**src/design/sepp_defines.vh**
```
// Constants for the serial EEPROM pin-protocol front end
`ifndef SEPP_DEFINES_VH
`define SEPP_DEFINES_VH

// ****************************************
// Clock and timing
// ****************************************
`define SEPP_CLK_MHZ 100
`define SEPP_T_WRITE_US 5000
`define SEPP_WRITE_CYCLES 20'h7a120 // 5 ms of 100 MHz cycles

// ****************************************
// Instruction codes (upper nibble zero)
// ****************************************
`define SEPP_OP_PERMIT 3'h6
`define SEPP_OP_REVOKE 3'h4
`define SEPP_OP_STAT_RD 3'h5
`define SEPP_OP_STAT_UPD 3'h1
`define SEPP_OP_ARR_RD 3'h3
`define SEPP_OP_ARR_WR 3'h2
`define SEPP_OP_A8_BIT 3

// ****************************************
// Status byte layout and reset values
// ****************************************
`define SEPP_SR_BUSY 0
`define SEPP_SR_PERMIT 1
`define SEPP_SR_BP_LO 2
`define SEPP_SR_BP_HI 3
`define SEPP_SR_TOP 7
`define SEPP_BP_RST 2'h0
`define SEPP_TOP_RST 1'h0

`endif

```
**src/design/sepp_core.v**
```verilog
// Serial EEPROM SPI slave front end with write-cycle timer
`timescale 1ns/1ps
`include "sepp_defines.vh"

module sepp_core #(
  parameter ADDR_W = 9,
  parameter [19:0] WRITE_CYCLES = `SEPP_WRITE_CYCLES
) (
  input wire ref_clk_i,
  input wire sys_rst_i,
  input wire sclk_i,
  input wire sdi_i,
  input wire sel_n_i,
  input wire hold_n_i,
  input wire wp_n_i,
  output reg sdo_o,
  output reg sdo_oe_o,
  output reg standby_o,
  output reg [1:0] block_prot_o,
  output reg [ADDR_W-1:0] arr_addr_o,
  output reg arr_rd_o,
  input wire [7:0] arr_rdata_i,
  output reg arr_wr_o,
  output reg [7:0] arr_wdata_o
);

  // ****************************************
  // States, one-hot
  // ****************************************
  localparam [6:0] ST_CMD = 7'h01;
  localparam [6:0] ST_ADDR = 7'h02;
  localparam [6:0] ST_DATA = 7'h04;
  localparam [6:0] ST_RD = 7'h08;
  localparam [6:0] ST_SRO = 7'h10;
  localparam [6:0] ST_SRI = 7'h20;
  localparam [6:0] ST_WAIT = 7'h40;

  // ****************************************
  // Pin synchronisers
  // ****************************************
  reg [4:0] sync1; // First stage, read only by sync2
  reg [4:0] sync2; // Safe copies of the pins
  reg sclk_d; // Delayed clock for edge finding
  reg sel_d; // Delayed select for edge finding
  reg [2:0] fill; // Ones shift in while the synchronisers fill

  // Two flops per pin; the pins are asynchronous to ref_clk_i
  always @(posedge ref_clk_i) begin
    if (sys_rst_i) begin
      sync1 <= 5'h1c;
      sync2 <= 5'h1c;
      sclk_d <= 1'b0;
      sel_d <= 1'b1;
      fill <= 3'h0;
    end else begin
      fill <= {fill[1:0], 1'b1};
      sync1 <= {sel_n_i, hold_n_i, wp_n_i, sdi_i, sclk_i};
      sync2 <= sync1;
      sclk_d <= sync2[0];
      sel_d <= sync2[4];
    end
  end

  wire sclk_s = sync2[0];
  wire sdi_s = sync2[1];
  wire wp_n_s = sync2[2];
  wire hold_n_s = sync2[3];
  wire sel_n_s = sync2[4];

  // ****************************************
  // Protocol state
  // ****************************************
  reg [6:0] state; // Current protocol phase
  reg [2:0] bit_cnt; // Bit position in current byte
  reg [7:0] in_sh; // Input shift register
  reg [7:0] out_sh; // Output shift register
  reg armed; // Seen a select fall since reset
  reg hold_act; // Hold condition in force
  reg drv; // Output has started driving this frame
  reg is_read; // Address phase belongs to a read
  reg a8; // Top address bit from the opcode
  reg rd_pend; // Array data due next cycle
  reg permit; // Update permit latch
  reg [1:0] pend_latch; // Latch action at deselect: bit1 set, bit0 clr
  reg sr_ok; // Complete status byte waiting for deselect
  reg wr_ok; // Complete data byte waiting for deselect
  reg [7:0] sr_new; // Status value to commit
  reg [1:0] bp; // Block protect bits
  reg sr_top; // Top status bit, stored only
  reg busy; // Self-timed cycle running
  reg sr_cycle; // Running cycle is a status update
  reg [19:0] tmr; // Cycle countdown

  wire selected = ~sel_n_s;
  // Hold is only recognised while selected
  wire hold_now = selected & ~hold_n_s;
  // Clock edges count only when selected and not held
  wire live = selected & ~hold_act;
  wire rise = live & sclk_s & ~sclk_d;
  wire fall = live & ~sclk_s & sclk_d;
  // Reset fills the flops as deselected; a select held low from power-up
  // must not read as a fall, so edges count only once they hold pins
  wire sel_fall = ~sel_n_s & sel_d & fill[2];
  wire sel_rise = sel_n_s & ~sel_d;
  wire [7:0] byte_in = {in_sh[6:0], sdi_s};
  wire last_bit = (bit_cnt == 3'h7);
  wire op_hi_zero = (byte_in[7:4] == 4'h0);
  wire [2:0] op_lo = byte_in[2:0];
  // Both write instructions need the latch and an open protect pin
  wire wr_allowed = permit & wp_n_s;
  wire [7:0] status = {sr_top, 3'h0, bp, permit, busy};

  // ****************************************
  // Serial engine
  // ****************************************
  // Shifting, decoding and frame bookkeeping. A held frame keeps its
  // counters untouched, so it resumes exactly where it paused.
  always @(posedge ref_clk_i) begin
    if (sys_rst_i) begin
      state <= ST_CMD;
      bit_cnt <= 3'h0;
      in_sh <= 8'h00;
      out_sh <= 8'h00;
      armed <= 1'b0;
      hold_act <= 1'b0;
      drv <= 1'b0;
      is_read <= 1'b0;
      a8 <= 1'b0;
      rd_pend <= 1'b0;
      pend_latch <= 2'h0;
      sr_ok <= 1'b0;
      wr_ok <= 1'b0;
      sr_new <= 8'h00;
      arr_addr_o <= {ADDR_W{1'b0}};
      arr_rd_o <= 1'b0;
      arr_wdata_o <= 8'h00;
      sdo_o <= 1'b0;
    end else begin
      arr_rd_o <= 1'b0;
      rd_pend <= arr_rd_o;
      hold_act <= hold_now;
      // Arm on the first select fall after reset
      if (sel_fall) begin
        armed <= 1'b1;
      end
      if (!selected) begin
        // Deselected: frame restarts, output released
        state <= ST_CMD;
        bit_cnt <= 3'h0;
        drv <= 1'b0;
        sr_ok <= 1'b0;
        wr_ok <= 1'b0;
        pend_latch <= 2'h0;
      end else begin
        // Array byte arrives a cycle after the read strobe
        if (rd_pend) begin
          out_sh <= arr_rdata_i;
          arr_addr_o <= arr_addr_o + {{(ADDR_W-1){1'b0}}, 1'b1};
        end
        if (fall && (state == ST_RD || state == ST_SRO)) begin
          // New bit goes out only after a falling edge
          sdo_o <= out_sh[7];
          out_sh <= {out_sh[6:0], 1'b0};
          drv <= 1'b1;
        end
        if (rise) begin
          // Sample on rising edge
          in_sh <= byte_in;
          bit_cnt <= bit_cnt + 3'h1;
          case (state)
            ST_CMD: begin
              if (last_bit) begin
                state <= ST_WAIT;
                // Not armed, or busy with anything but a status read
                if (!armed || !op_hi_zero) begin
                  state <= ST_WAIT;
                end else if (op_lo == `SEPP_OP_STAT_RD) begin
                  // Status reachable only by its own opcode
                  state <= ST_SRO;
                  out_sh <= status;
                end else if (busy) begin
                  state <= ST_WAIT;
                end else if (op_lo == `SEPP_OP_PERMIT) begin
                  pend_latch <= 2'h2;
                end else if (op_lo == `SEPP_OP_REVOKE) begin
                  pend_latch <= 2'h1;
                end else if (op_lo == `SEPP_OP_STAT_UPD) begin
                  if (wr_allowed) begin
                    state <= ST_SRI;
                  end
                end else if (op_lo == `SEPP_OP_ARR_RD) begin
                  state <= ST_ADDR;
                  is_read <= 1'b1;
                  a8 <= byte_in[`SEPP_OP_A8_BIT];
                end else if (op_lo == `SEPP_OP_ARR_WR) begin
                  if (wr_allowed) begin
                    state <= ST_ADDR;
                    is_read <= 1'b0;
                    a8 <= byte_in[`SEPP_OP_A8_BIT];
                  end
                end
              end
            end
            ST_ADDR: begin
              if (last_bit) begin
                arr_addr_o <= {a8, byte_in};
                if (is_read) begin
                  state <= ST_RD;
                  arr_rd_o <= 1'b1;
                end else begin
                  state <= ST_DATA;
                end
              end
            end
            ST_DATA: begin
              // A started extra byte spoils the pending write
              if (last_bit) begin
                arr_wdata_o <= byte_in;
                wr_ok <= 1'b1;
              end else begin
                wr_ok <= 1'b0;
              end
            end
            ST_RD: begin
              // Fetch the next byte at every byte boundary; wraps
              if (last_bit) begin
                arr_rd_o <= 1'b1;
              end
            end
            ST_SRO: begin
              // Continuous status reads refresh the snapshot
              if (last_bit) begin
                out_sh <= status;
              end
            end
            ST_SRI: begin
              if (last_bit) begin
                sr_new <= byte_in;
                sr_ok <= 1'b1;
                state <= ST_WAIT;
              end
            end
            ST_WAIT: begin
              // Clock past the data byte cancels the update
              sr_ok <= 1'b0;
            end
            default: begin
              state <= ST_WAIT;
            end
          endcase
        end
      end
      // Output stays off while deselected or held
    end
  end

  // ****************************************
  // Latch, status and write-cycle timer
  // ****************************************
  // Cycles start at the deselect edge; the count runs on ref_clk_i so
  // its length does not depend on the host clock.
  always @(posedge ref_clk_i) begin
    if (sys_rst_i) begin
      permit <= 1'b0;
      bp <= `SEPP_BP_RST;
      sr_top <= `SEPP_TOP_RST;
      busy <= 1'b0;
      sr_cycle <= 1'b0;
      tmr <= 20'h00000;
      arr_wr_o <= 1'b0;
    end else begin
      arr_wr_o <= 1'b0;
      if (busy) begin
        // Protect pin is not looked at here
        if (tmr == 20'h00000) begin
          busy <= 1'b0;
          permit <= 1'b0;
          if (sr_cycle) begin
            // Protect bits take their new value only now
            bp <= sr_new[`SEPP_SR_BP_HI:`SEPP_SR_BP_LO];
            sr_top <= sr_new[`SEPP_SR_TOP];
          end
        end else begin
          tmr <= tmr - 20'h00001;
        end
      end else if (sel_rise && (sr_ok || wr_ok)) begin
        busy <= 1'b1;
        sr_cycle <= sr_ok;
        tmr <= WRITE_CYCLES - 20'h00001;
        arr_wr_o <= wr_ok;
      end else if (sel_rise && pend_latch[1]) begin
        permit <= 1'b1;
      end else if (sel_rise && pend_latch[0]) begin
        permit <= 1'b0;
      end
      // Protect pin low forces the latch clear, winning over a set
      if (!wp_n_s) begin
        permit <= 1'b0;
      end
    end
  end

  // ****************************************
  // Registered outputs
  // ****************************************
  // Drive only while selected, unheld and already started
  always @(posedge ref_clk_i) begin
    if (sys_rst_i) begin
      sdo_oe_o <= 1'b0;
      standby_o <= 1'b1;
      block_prot_o <= `SEPP_BP_RST;
    end else begin
      sdo_oe_o <= selected & ~hold_now & drv;
      // Active when selected; standby waits for the cycle
      standby_o <= ~selected & ~busy &
        ~(sel_rise & (sr_ok | wr_ok));
      block_prot_o <= bp;
    end
  end

endmodule

```
**config.mk**
```make
export PLATFORM = sky130hd
export DESIGN_NAME = sepp_core
export DESIGN_NICKNAME = d
export VERILOG_FILES = /design/src/design/sepp_core.v
export VERILOG_INCLUDE_DIRS = /design/src /design/src/design
export SDC_FILE = /design/constraint.sdc
export NUM_CORES = 1
export LEC_CHECK = 0
export BUFFER_PORTS_ARGS = -buffer_cell sky130_fd_sc_hd__buf_4
export CAP_MARGIN = 20
export CORE_UTILIZATION = 35
export DETAILED_ROUTE_END_ITERATION = 12
export PLACE_DENSITY = 0.65
export SLEW_MARGIN = 10
export SYNTH_ARGS = -nofsm -noshare
export SYNTH_HDL_FRONTEND = slang
export SYNTH_SLANG_ARGS = --single-unit
```
**constraint.sdc**
```tcl
create_clock -name ref_clk_i -period 2.24 [get_ports ref_clk_i]
set_input_delay 0.112 -clock ref_clk_i [delete_from_list [all_inputs] [get_ports ref_clk_i]]
set_output_delay 0.112 -clock ref_clk_i [all_outputs]
set_load 0.01 [all_outputs]
```
# After elaboration in Yosys (flattened, before gate mapping)
# Cells that the tools add are included.
op_classes:
  n_addsub: 3
  n_eq_ne: 20
  n_mux: 53
  bitwise: 34
  n_reduce_logical: 35
ops:
  columns: ["cell", "count"]
  rows:
  - ["two-way mux 7 bit", 13]
  - ["two-way mux 20 bit", 3]
  - ["two-way mux 8 bit", 7]
  - ["two-way mux 9 bit", 4]
  - ["case mux 7 bit (4 select lines)", 1]
  - ["zero test 20 bit", 1]
  - ["subtractor 20 x 1 -> 20 bit, second input constant", 1]
  - ["two-way mux 1 bit", 19]
  - ["NOT 1 bit", 18]
  - ["case mux 8 bit (2 select lines)", 1]
  - ["AND 1 bit", 15]
  - ["== test 3 bit, second input constant", 4]
  - ["AND reduction 12 bit", 1]
  - ["inequality test 2 bit, second input constant", 5]
  - ["AND reduction 2 bit", 5]
  - ["nonzero test 2 bit", 5]
  - ["adder 9 x 1 -> 9 bit, second input constant", 1]
  - ["AND reduction 3 bit", 3]
  - ["AND reduction 4 bit", 2]
  - ["== test 7 x 1 -> 1 bit, second input constant", 1]
  - ["== test 7 x 2 -> 1 bit, second input constant", 1]
  - ["== test 7 x 3 -> 1 bit, second input constant", 1]
  - ["== test 7 x 4 -> 1 bit, second input constant", 1]
  - ["== test 7 x 5 -> 1 bit, second input constant", 1]
  - ["other kinds (20)", 31]
totals:
  ff_bits: 108
  input_bits: 15
  output_inout_bits: 24
  word_cells: 179

# Logic depth before layout (Yosys ltp)
# Gate-level depths: netlist of the first run.
depth:
  word_depth: 12
  ltp_mapped: 8
  depth_no_buf: 7

# Worst setup path after synthesis of the first run
# OpenSTA, ideal clock, no wires.
synth_timing:
  path_kind: "register -> register"
  from: "register tmr[8]"
  to: "register tmr[19]"
  setup_ps: 72
  arrival_time_ps: 2198
  t_required_ps: 2168
  setup_slack_ps: -30
  path_stages_with_launch: 6
  path_buffers: 0
  synth_period_minus_slack_ps: 2270
  path_cell_list: "dfxtp_1 -> or4_4 -> or4_4 -> or3_1 -> or3_1 -> a21oi_1"
synth_via:
  elab_chain_cells: 3
  elab_cells_between_ends: 6
  classes_between: "1 x add/sub; 1 x eq/ne; 2 x mux; 2 x reduce/logical"
synth_lines:
  columns: ["element", "line", "source"]
  rows:
  - ["from (decl)", "sepp_core.v:92", "reg [19:0] tmr;"]
  - ["from (signal assigned)", "sepp_core.v:284", "tmr <= tmr - 20'h00001;"]
  - ["from (signal assigned)", "sepp_core.v:289", "tmr <= WRITE_CYCLES - 20'h00001;"]
  - ["subtractor 20 x 1 -> 20 bit or zero test 20 bit (tied branches)", "sepp_core.v:284, sepp_core.v:275", null]
  - ["two-way mux 20 bit or inequality test 2 bit (tied branches)", null, null]
  - ["two-way mux 20 bit or AND reduction 2 bit (tied branches)", null, null]
# Several ways; a longest one is shown, not always the timed one. The select of a mux whose other input is x is not followed.
# A chain may end at the register's enable or synchronous reset.

# Worst setup path in the final report of the first run
# Ends and elaborated chain as after synthesis.

==> results.sh, run 1 <==
export IMPL_dp_cells=747
export IMPL_start_kind="register"
export IMPL_via_per_inst=5.260
export IMPL_drive_gt1_share_pct=19.10
export IMPL_crit_path_end_kind="register"
export IMPL_vias=4045
export IMPL_cts_tree="built"
export IMPL_cpPeakStageDelay_ns=0.53
export IMPL_drtPass1Iterations=4
export IMPL_grt_pass1_wl_mm=18.67
export IMPL_final_util_pct=44.37
export IMPL_setup_tns_ns=0
export IMPL_seq_area_frac_synth_pct=45.03
export IMPL_routedWlPerCell_um=15.06
export IMPL_synth_largest_area_cell="dfxtp_1"
export IMPL_switching_power_mw=0.7903
export IMPL_p_clk_share_pct=43.6
export IMPL_crit_slowest_cell="or4_4"
export IMPL_synthArstFlopShare_pct=0
export IMPL_track_usage_pct=17.76
export IMPL_design_die_area_um2=13550
export IMPL_synth_net_count=552
export IMPL_drc=0
export IMPL_synthCells=533
export IMPL_place_gp_congestion=0.8956
export IMPL_fin_crit_ns=2.142
export IMPL_setup_viol=0
export IMPL_ys_ff_latch=103
export IMPL_worstPathCellList="or4_4 > or4_4 > or3_1 > or3_1 > a21oi_2"
export IMPL_fillers=1266
export IMPL_synth_area_um2=4579
export IMPL_skew_ns=0.008789
export IMPL_place_area_um2=5241
export IMPL_ir_worst_vdd_uv=356.2
export IMPL_initial_core_util_pct=36.14
export IMPL_worstMarginPinSlew_ns=0.5930
export IMPL_fin_cells=769
export IMPL_drv_slew=0
export IMPL_num_rows=41
export IMPL_clkTransAtPathRegs_ns=0.07
export IMPL_worstPathMaxFanout=3
export IMPL_combPwrFrac_pct=2.6
export IMPL_drt_wl_total_mm=11.58
export IMPL_synth_common_cells="dfxtp_1 (103), nand2_1 (63), nor2_1 (49), a21oi_1 (38), clkbuf_1 (28)"
export IMPL_cap_violations=0
export IMPL_synth_most_common_cell="dfxtp_1"
export IMPL_final_antenna_net_count=0
export IMPL_power_mw=3.445
export IMPL_numClockSinks=103
export IMPL_ys_types=55
export IMPL_root_buffer="clkbuf_16"
export IMPL_power_internal_mw=2.655
export IMPL_area_growth_pct=22.76
export IMPL_required_ns=2.52
export IMPL_swShare_pct=22.94
export IMPL_seq_area_um2=2063
export IMPL_die_h_um=116.4
export IMPL_h_tree_depth=3
export IMPL_nets=611
export IMPL_ctsLongestPathBuffers=2
export IMPL_grt_overflow_total=0
export IMPL_critPathKind="reg2reg"
export IMPL_synth_ff_type="dfxtp_1"
export IMPL_synth_top_area_share_pct=45.03
export IMPL_synth_edff_count=0
export IMPL_grt_pass1_vias=3721
export IMPL_final_hold_viol_count=0
export IMPL_fin_area_um2=5622
export IMPL_dp_hpwl_mm=8.269
export IMPL_core_um2=12670
export IMPL_fmax_mhz=466.9
export IMPL_clk_insertion_delay_late_ns=0.35
export IMPL_slew_limit_headroom_pct=59.45
export IMPL_multi_input_area_um2=2386
export IMPL_fin_crit_sh_pct=95.61
export IMPL_arrival_ns=2.42
export IMPL_syn_avg_cell_area_um2=8.592
export IMPL_outcome="complete, no violations"
export IMPL_p_per_area_nw_per_um2=612.9
export IMPL_p_leak_nw=2.096
export IMPL_yosys_top_cells_area="dfxtp_1 (45%), mux2i_1 (5.9%), nand2_1 (5.2%)"
export IMPL_io_buffers=38
export IMPL_antenna_found_initial=0
export IMPL_grt_max_degree=53
export IMPL_seq_power_share_pct=53.8
export IMPL_n_antenna_cell=0
export IMPL_ioPinCount=39
export IMPL_rsz0062_at_grt="no"
export IMPL_numCtsBuffers=9
export IMPL_yosysWarnings=0
export IMPL_die_w_um=116.4
export IMPL_hp_class="in2reg"
export IMPL_drt_iter0_drc=319
[stage by stage]
stage	setup slack, ns	hold WS (ns)
detailed placement	0.03205	0.2997
finish	0.09829	0.1002
floorplan	0.03553	0.2158
CTS	0.01304	0.09417
global placement	0.05029	0.3022
global route	0.0002791	0.1037
[critical path: cells and delay by family, from the launching register on]
kind | cells | cell delay, ns
simple gates | 4 | 1.63
compound gates | 1 | 0.11
flops | 1 | 0.33
[what timing repair did]
item                                    CTS  global route
resized for setup                         0            11
endpoints found under the setup margin    0            21
hold endpoints to repair                  5             0
hold buffers                              5             0
buffers inserted                          0             0
[metal layers]
metal,global-route usage [%],wire length [um],up-vias
li1,-,-,2032
met1,23.32,5349,1893
met2,29.07,5395,107
met3,3.788,650,13
met4,5.641,185,0
met5,0,0,-
[final timing paths]
path	start	end	slack (ns)	cells past startpoint
worst max-delay path	tmr[8]	tmr[19]	0.1	5
worst min-delay path	sys_rst_i	out_sh[5]	0.10	2
worst max register to register	tmr[8]	tmr[19]	0.1	5
worst min register to register	sync1[2]	sync2[2]	0.42	1
[logic make-up after synthesis]
| group | Yosys count | share of synthesized area, % |
|---|---|---|
| AOI/OAI and AO/OA | 108 | 15.44 |
| xor gates and xnor gates | 13 | 2.486 |
| adders and majority gates | 4 | 1.093 |
| buffers and inverters | 49 | 4.044 |
| DFF | 103 | 45.03 |
| muxes | 28 | 6.148 |
| and+or+nand+nor | 228 | 25.76 |
[sequential cells by signal (all words and copies together) (netlist names), 2 cells and up]
signal / count
arr_addr_o: 9
state: 7
out_sh: 8
arr_wdata_o: 8
in_sh: 7
block_prot_o: 2
bp: 2
tmr: 20
fill: 3
sr_new: 3
bit_cnt: 3
pend_latch: 2
sync2: 5
sync1: 5
[area by class of cell]
type                    count  area share, %
flip-flops and latches    103          36.70
multi-input cells         381          42.44
clock inverters             6         0.9570
repair buffers             80          10.86
clock buffers              10          4.073
inverters                  17          1.135
well taps                 172          3.828
[layout by cell type, fill, tap and decap left out, types with 13 or more instances in the layout]
cell type and count:
mux2i_1 27, nor3_1 15, nand3_1 13, o21ai_0 17, nand2_1 63, nor2_1 49, nor2b_1 15, buf_4 74
dfxtp_1 102, inv_1 17, a21oi_1 37
[power by group through the flow]
stage	sequential (mW)	combinational, mW	clock, mW
4_1_cts	1.85	0.0899	1.54
3_5_place_dp	1.90	0.0829	0
3_3_place_gp	1.90	0.0818	0
6_report	1.85	0.0893	1.50
5_1_grt	1.85	0.0978	1.62
2_1_floorplan	1.89	0.0469	0
No activity file was read; power rests on OpenSTA's default activity.
==> run 2: changes to the inputs <==
==> constraint.sdc (replaced) <==
create_clock -name ref_clk_i -period 2.24 [get_ports ref_clk_i]
set_input_delay 0.448 -clock ref_clk_i [delete_from_list [all_inputs] [get_ports ref_clk_i]]
set_output_delay 0.448 -clock ref_clk_i [all_outputs]
set_load 0.01 [all_outputs]
==> results.sh, run 2 (synthesis gave the netlist of run 1 again) <==
export IMPL_root_buffer="clkbuf_16"
export IMPL_numCtsBuffers=9
export IMPL_clkTransAtPathRegs_ns=0.07
export IMPL_rsz0062_at_grt="yes"
export IMPL_final_hold_viol_count=0
export IMPL_die_w_um=116.4
export IMPL_n_antenna_cell=0
export IMPL_use_met1_pct=23.39
export IMPL_via_per_inst=5.234
export IMPL_drt_iter0_drc=246
export IMPL_h_tree_depth=3
export IMPL_slew_limit_headroom_pct=45.12
export IMPL_clk_insertion_delay_late_ns=0.36
export IMPL_drtPass1Iterations=4
export IMPL_cts_tree="built"
export IMPL_cpPeakStageDelay_ns=0.53
export IMPL_postCtsSetupBuffers=0
export IMPL_ioPinCount=39
export IMPL_worstMarginPinSlew_ns=0.8224
export IMPL_numClockSinks=103
export IMPL_fin_crit_sh_pct=98.10
export IMPL_setup_viol=0
export IMPL_design_die_area_um2=13550
export IMPL_vias=4004
export IMPL_power_mw=3.567
export IMPL_final_cell_mix="dfxtp_1 (102), buf_4 (74), nand2_1 (63), nor2_1 (49), a21oi_1 (37)"
export IMPL_area_growth_pct=22.38
export IMPL_drive_gt1_share_pct=19.56
export IMPL_regMostFlops="tmr"
export IMPL_ir_worst_vdd_uv=343.1
export IMPL_met2_usage_pct=28.40
export IMPL_grt_pass1_vias=3867
export IMPL_outcome="complete, no violations"
export IMPL_drv_slew=0
export IMPL_ctsLongestPathBuffers=2
export IMPL_setup_tns_ns=0
export IMPL_start_kind="register"
export IMPL_drt_wl_total_mm=11.54
export IMPL_worstPathMaxFanout=3
export IMPL_fin_area_um2=5604
export IMPL_num_rows=41
export IMPL_hp_class="in2reg"
export IMPL_nets=607
export IMPL_critPathKind="reg2reg"
export IMPL_dp_hpwl_mm=8.318
export IMPL_dp_slack_ns=0.05649
export IMPL_largest_reg_flops=20
export IMPL_grt_max_degree=56
export IMPL_p_leak_nw=2.098
export IMPL_routedWlPerCell_um=15.09
export IMPL_required_ns=2.53
export IMPL_fmax_mhz=455.1
export IMPL_cap_violations=0
export IMPL_initial_core_util_pct=36.14
export IMPL_grt_pass1_wl_mm=18.93
export IMPL_busiest_layer="met2"
export IMPL_die_h_um=116.4
export IMPL_drc=0
export IMPL_final_antenna_net_count=0
export IMPL_largest_registers="tmr (20), arr_addr_o (9)"
export IMPL_cpMostUsedCell="or4_4"
export IMPL_place_gp_congestion=0.9227
export IMPL_io_buffers=38
export IMPL_track_usage_pct=18.17
export IMPL_global_route_usage_met3_pct=4.670
export IMPL_fin_crit_ns=2.197
export IMPL_final_common_cell="dfxtp_1"
export IMPL_skew_ns=0.009196
export IMPL_crit_path_end_kind="register"
export IMPL_p_per_area_nw_per_um2=636.5
export IMPL_fillers=1241
export IMPL_grt_overflow_total=0
export IMPL_arrival_ns=2.49
export IMPL_fin_ws_ns=0.04255
export IMPL_core_um2=12670
export IMPL_worstPathCellList="or4_4 > or4_4 > or3_4 > or3_1 > a21oi_2"
export IMPL_place_area_um2=5249
export IMPL_crit_slowest_cell="or4_4"
export IMPL_antenna_found_initial=0
==> run 2: metal layers <==
metal	up-vias	routed length (um)
li1	2032	-
met2	88	5296
met3	22	516
met1	1862	5428
met5	-	0
met4	0	299
==> run 2: final timing paths <==
path            start  endpoint  cells past startpoint  slack (ns)
max            tmr[8]   tmr[19]                      5        0.04
min           sel_n_i  sync1[4]                      2        0.27
max reg2reg    tmr[8]   tmr[19]                      5        0.04
min reg2reg  sync1[2]  sync2[2]                      1        0.41
==> run 2: worst max-delay path, delay by kind of cell, from the launching register on <==
family	cells	cell delay, ns
and+or+nand+nor	4	1.70
AOI/OAI and AO/OA	1	0.11
DFF	1	0.32
==> run 2: report_power, final <==
| group | leakage (nW) | internal (mW) | switching (mW) |
|---|---|---|---|
| Combinational | 1.11 | 0.0352 | 0.0500 |
| Sequential | 0.833 | 1.84 | 0.00936 |
| Clock | 0.155 | 0.891 | 0.738 |
==> run 2: final cells by class <==
class	count	area, um^2	share of cell area, %
clock buffer	9	225.2	4.019
clock inverter	7	88.84	1.585
inverter	17	63.81	1.139
multi-input combinational	381	2370	42.29
sequential	103	2063	36.82
tap	172	215.2	3.840
timing repair buffer	76	578.1	10.31
==> run 2: timing repair <==
item	CTS	global route
gates resized for setup	0	8
setup endpoints to repair	0	9
hold buffers	0	0
==> run 2: stage by stage <==
step	instances	utilization (%)	hold WS, ns
after floorplan	533	-	0.3846
after global placement	748	41.42	0.3956
after detailed placement	748	41.42	0.3923
after CTS	764	43.90	0.2661
after global routing	765	44.23	0.2705
final	765	44.23	0.2730
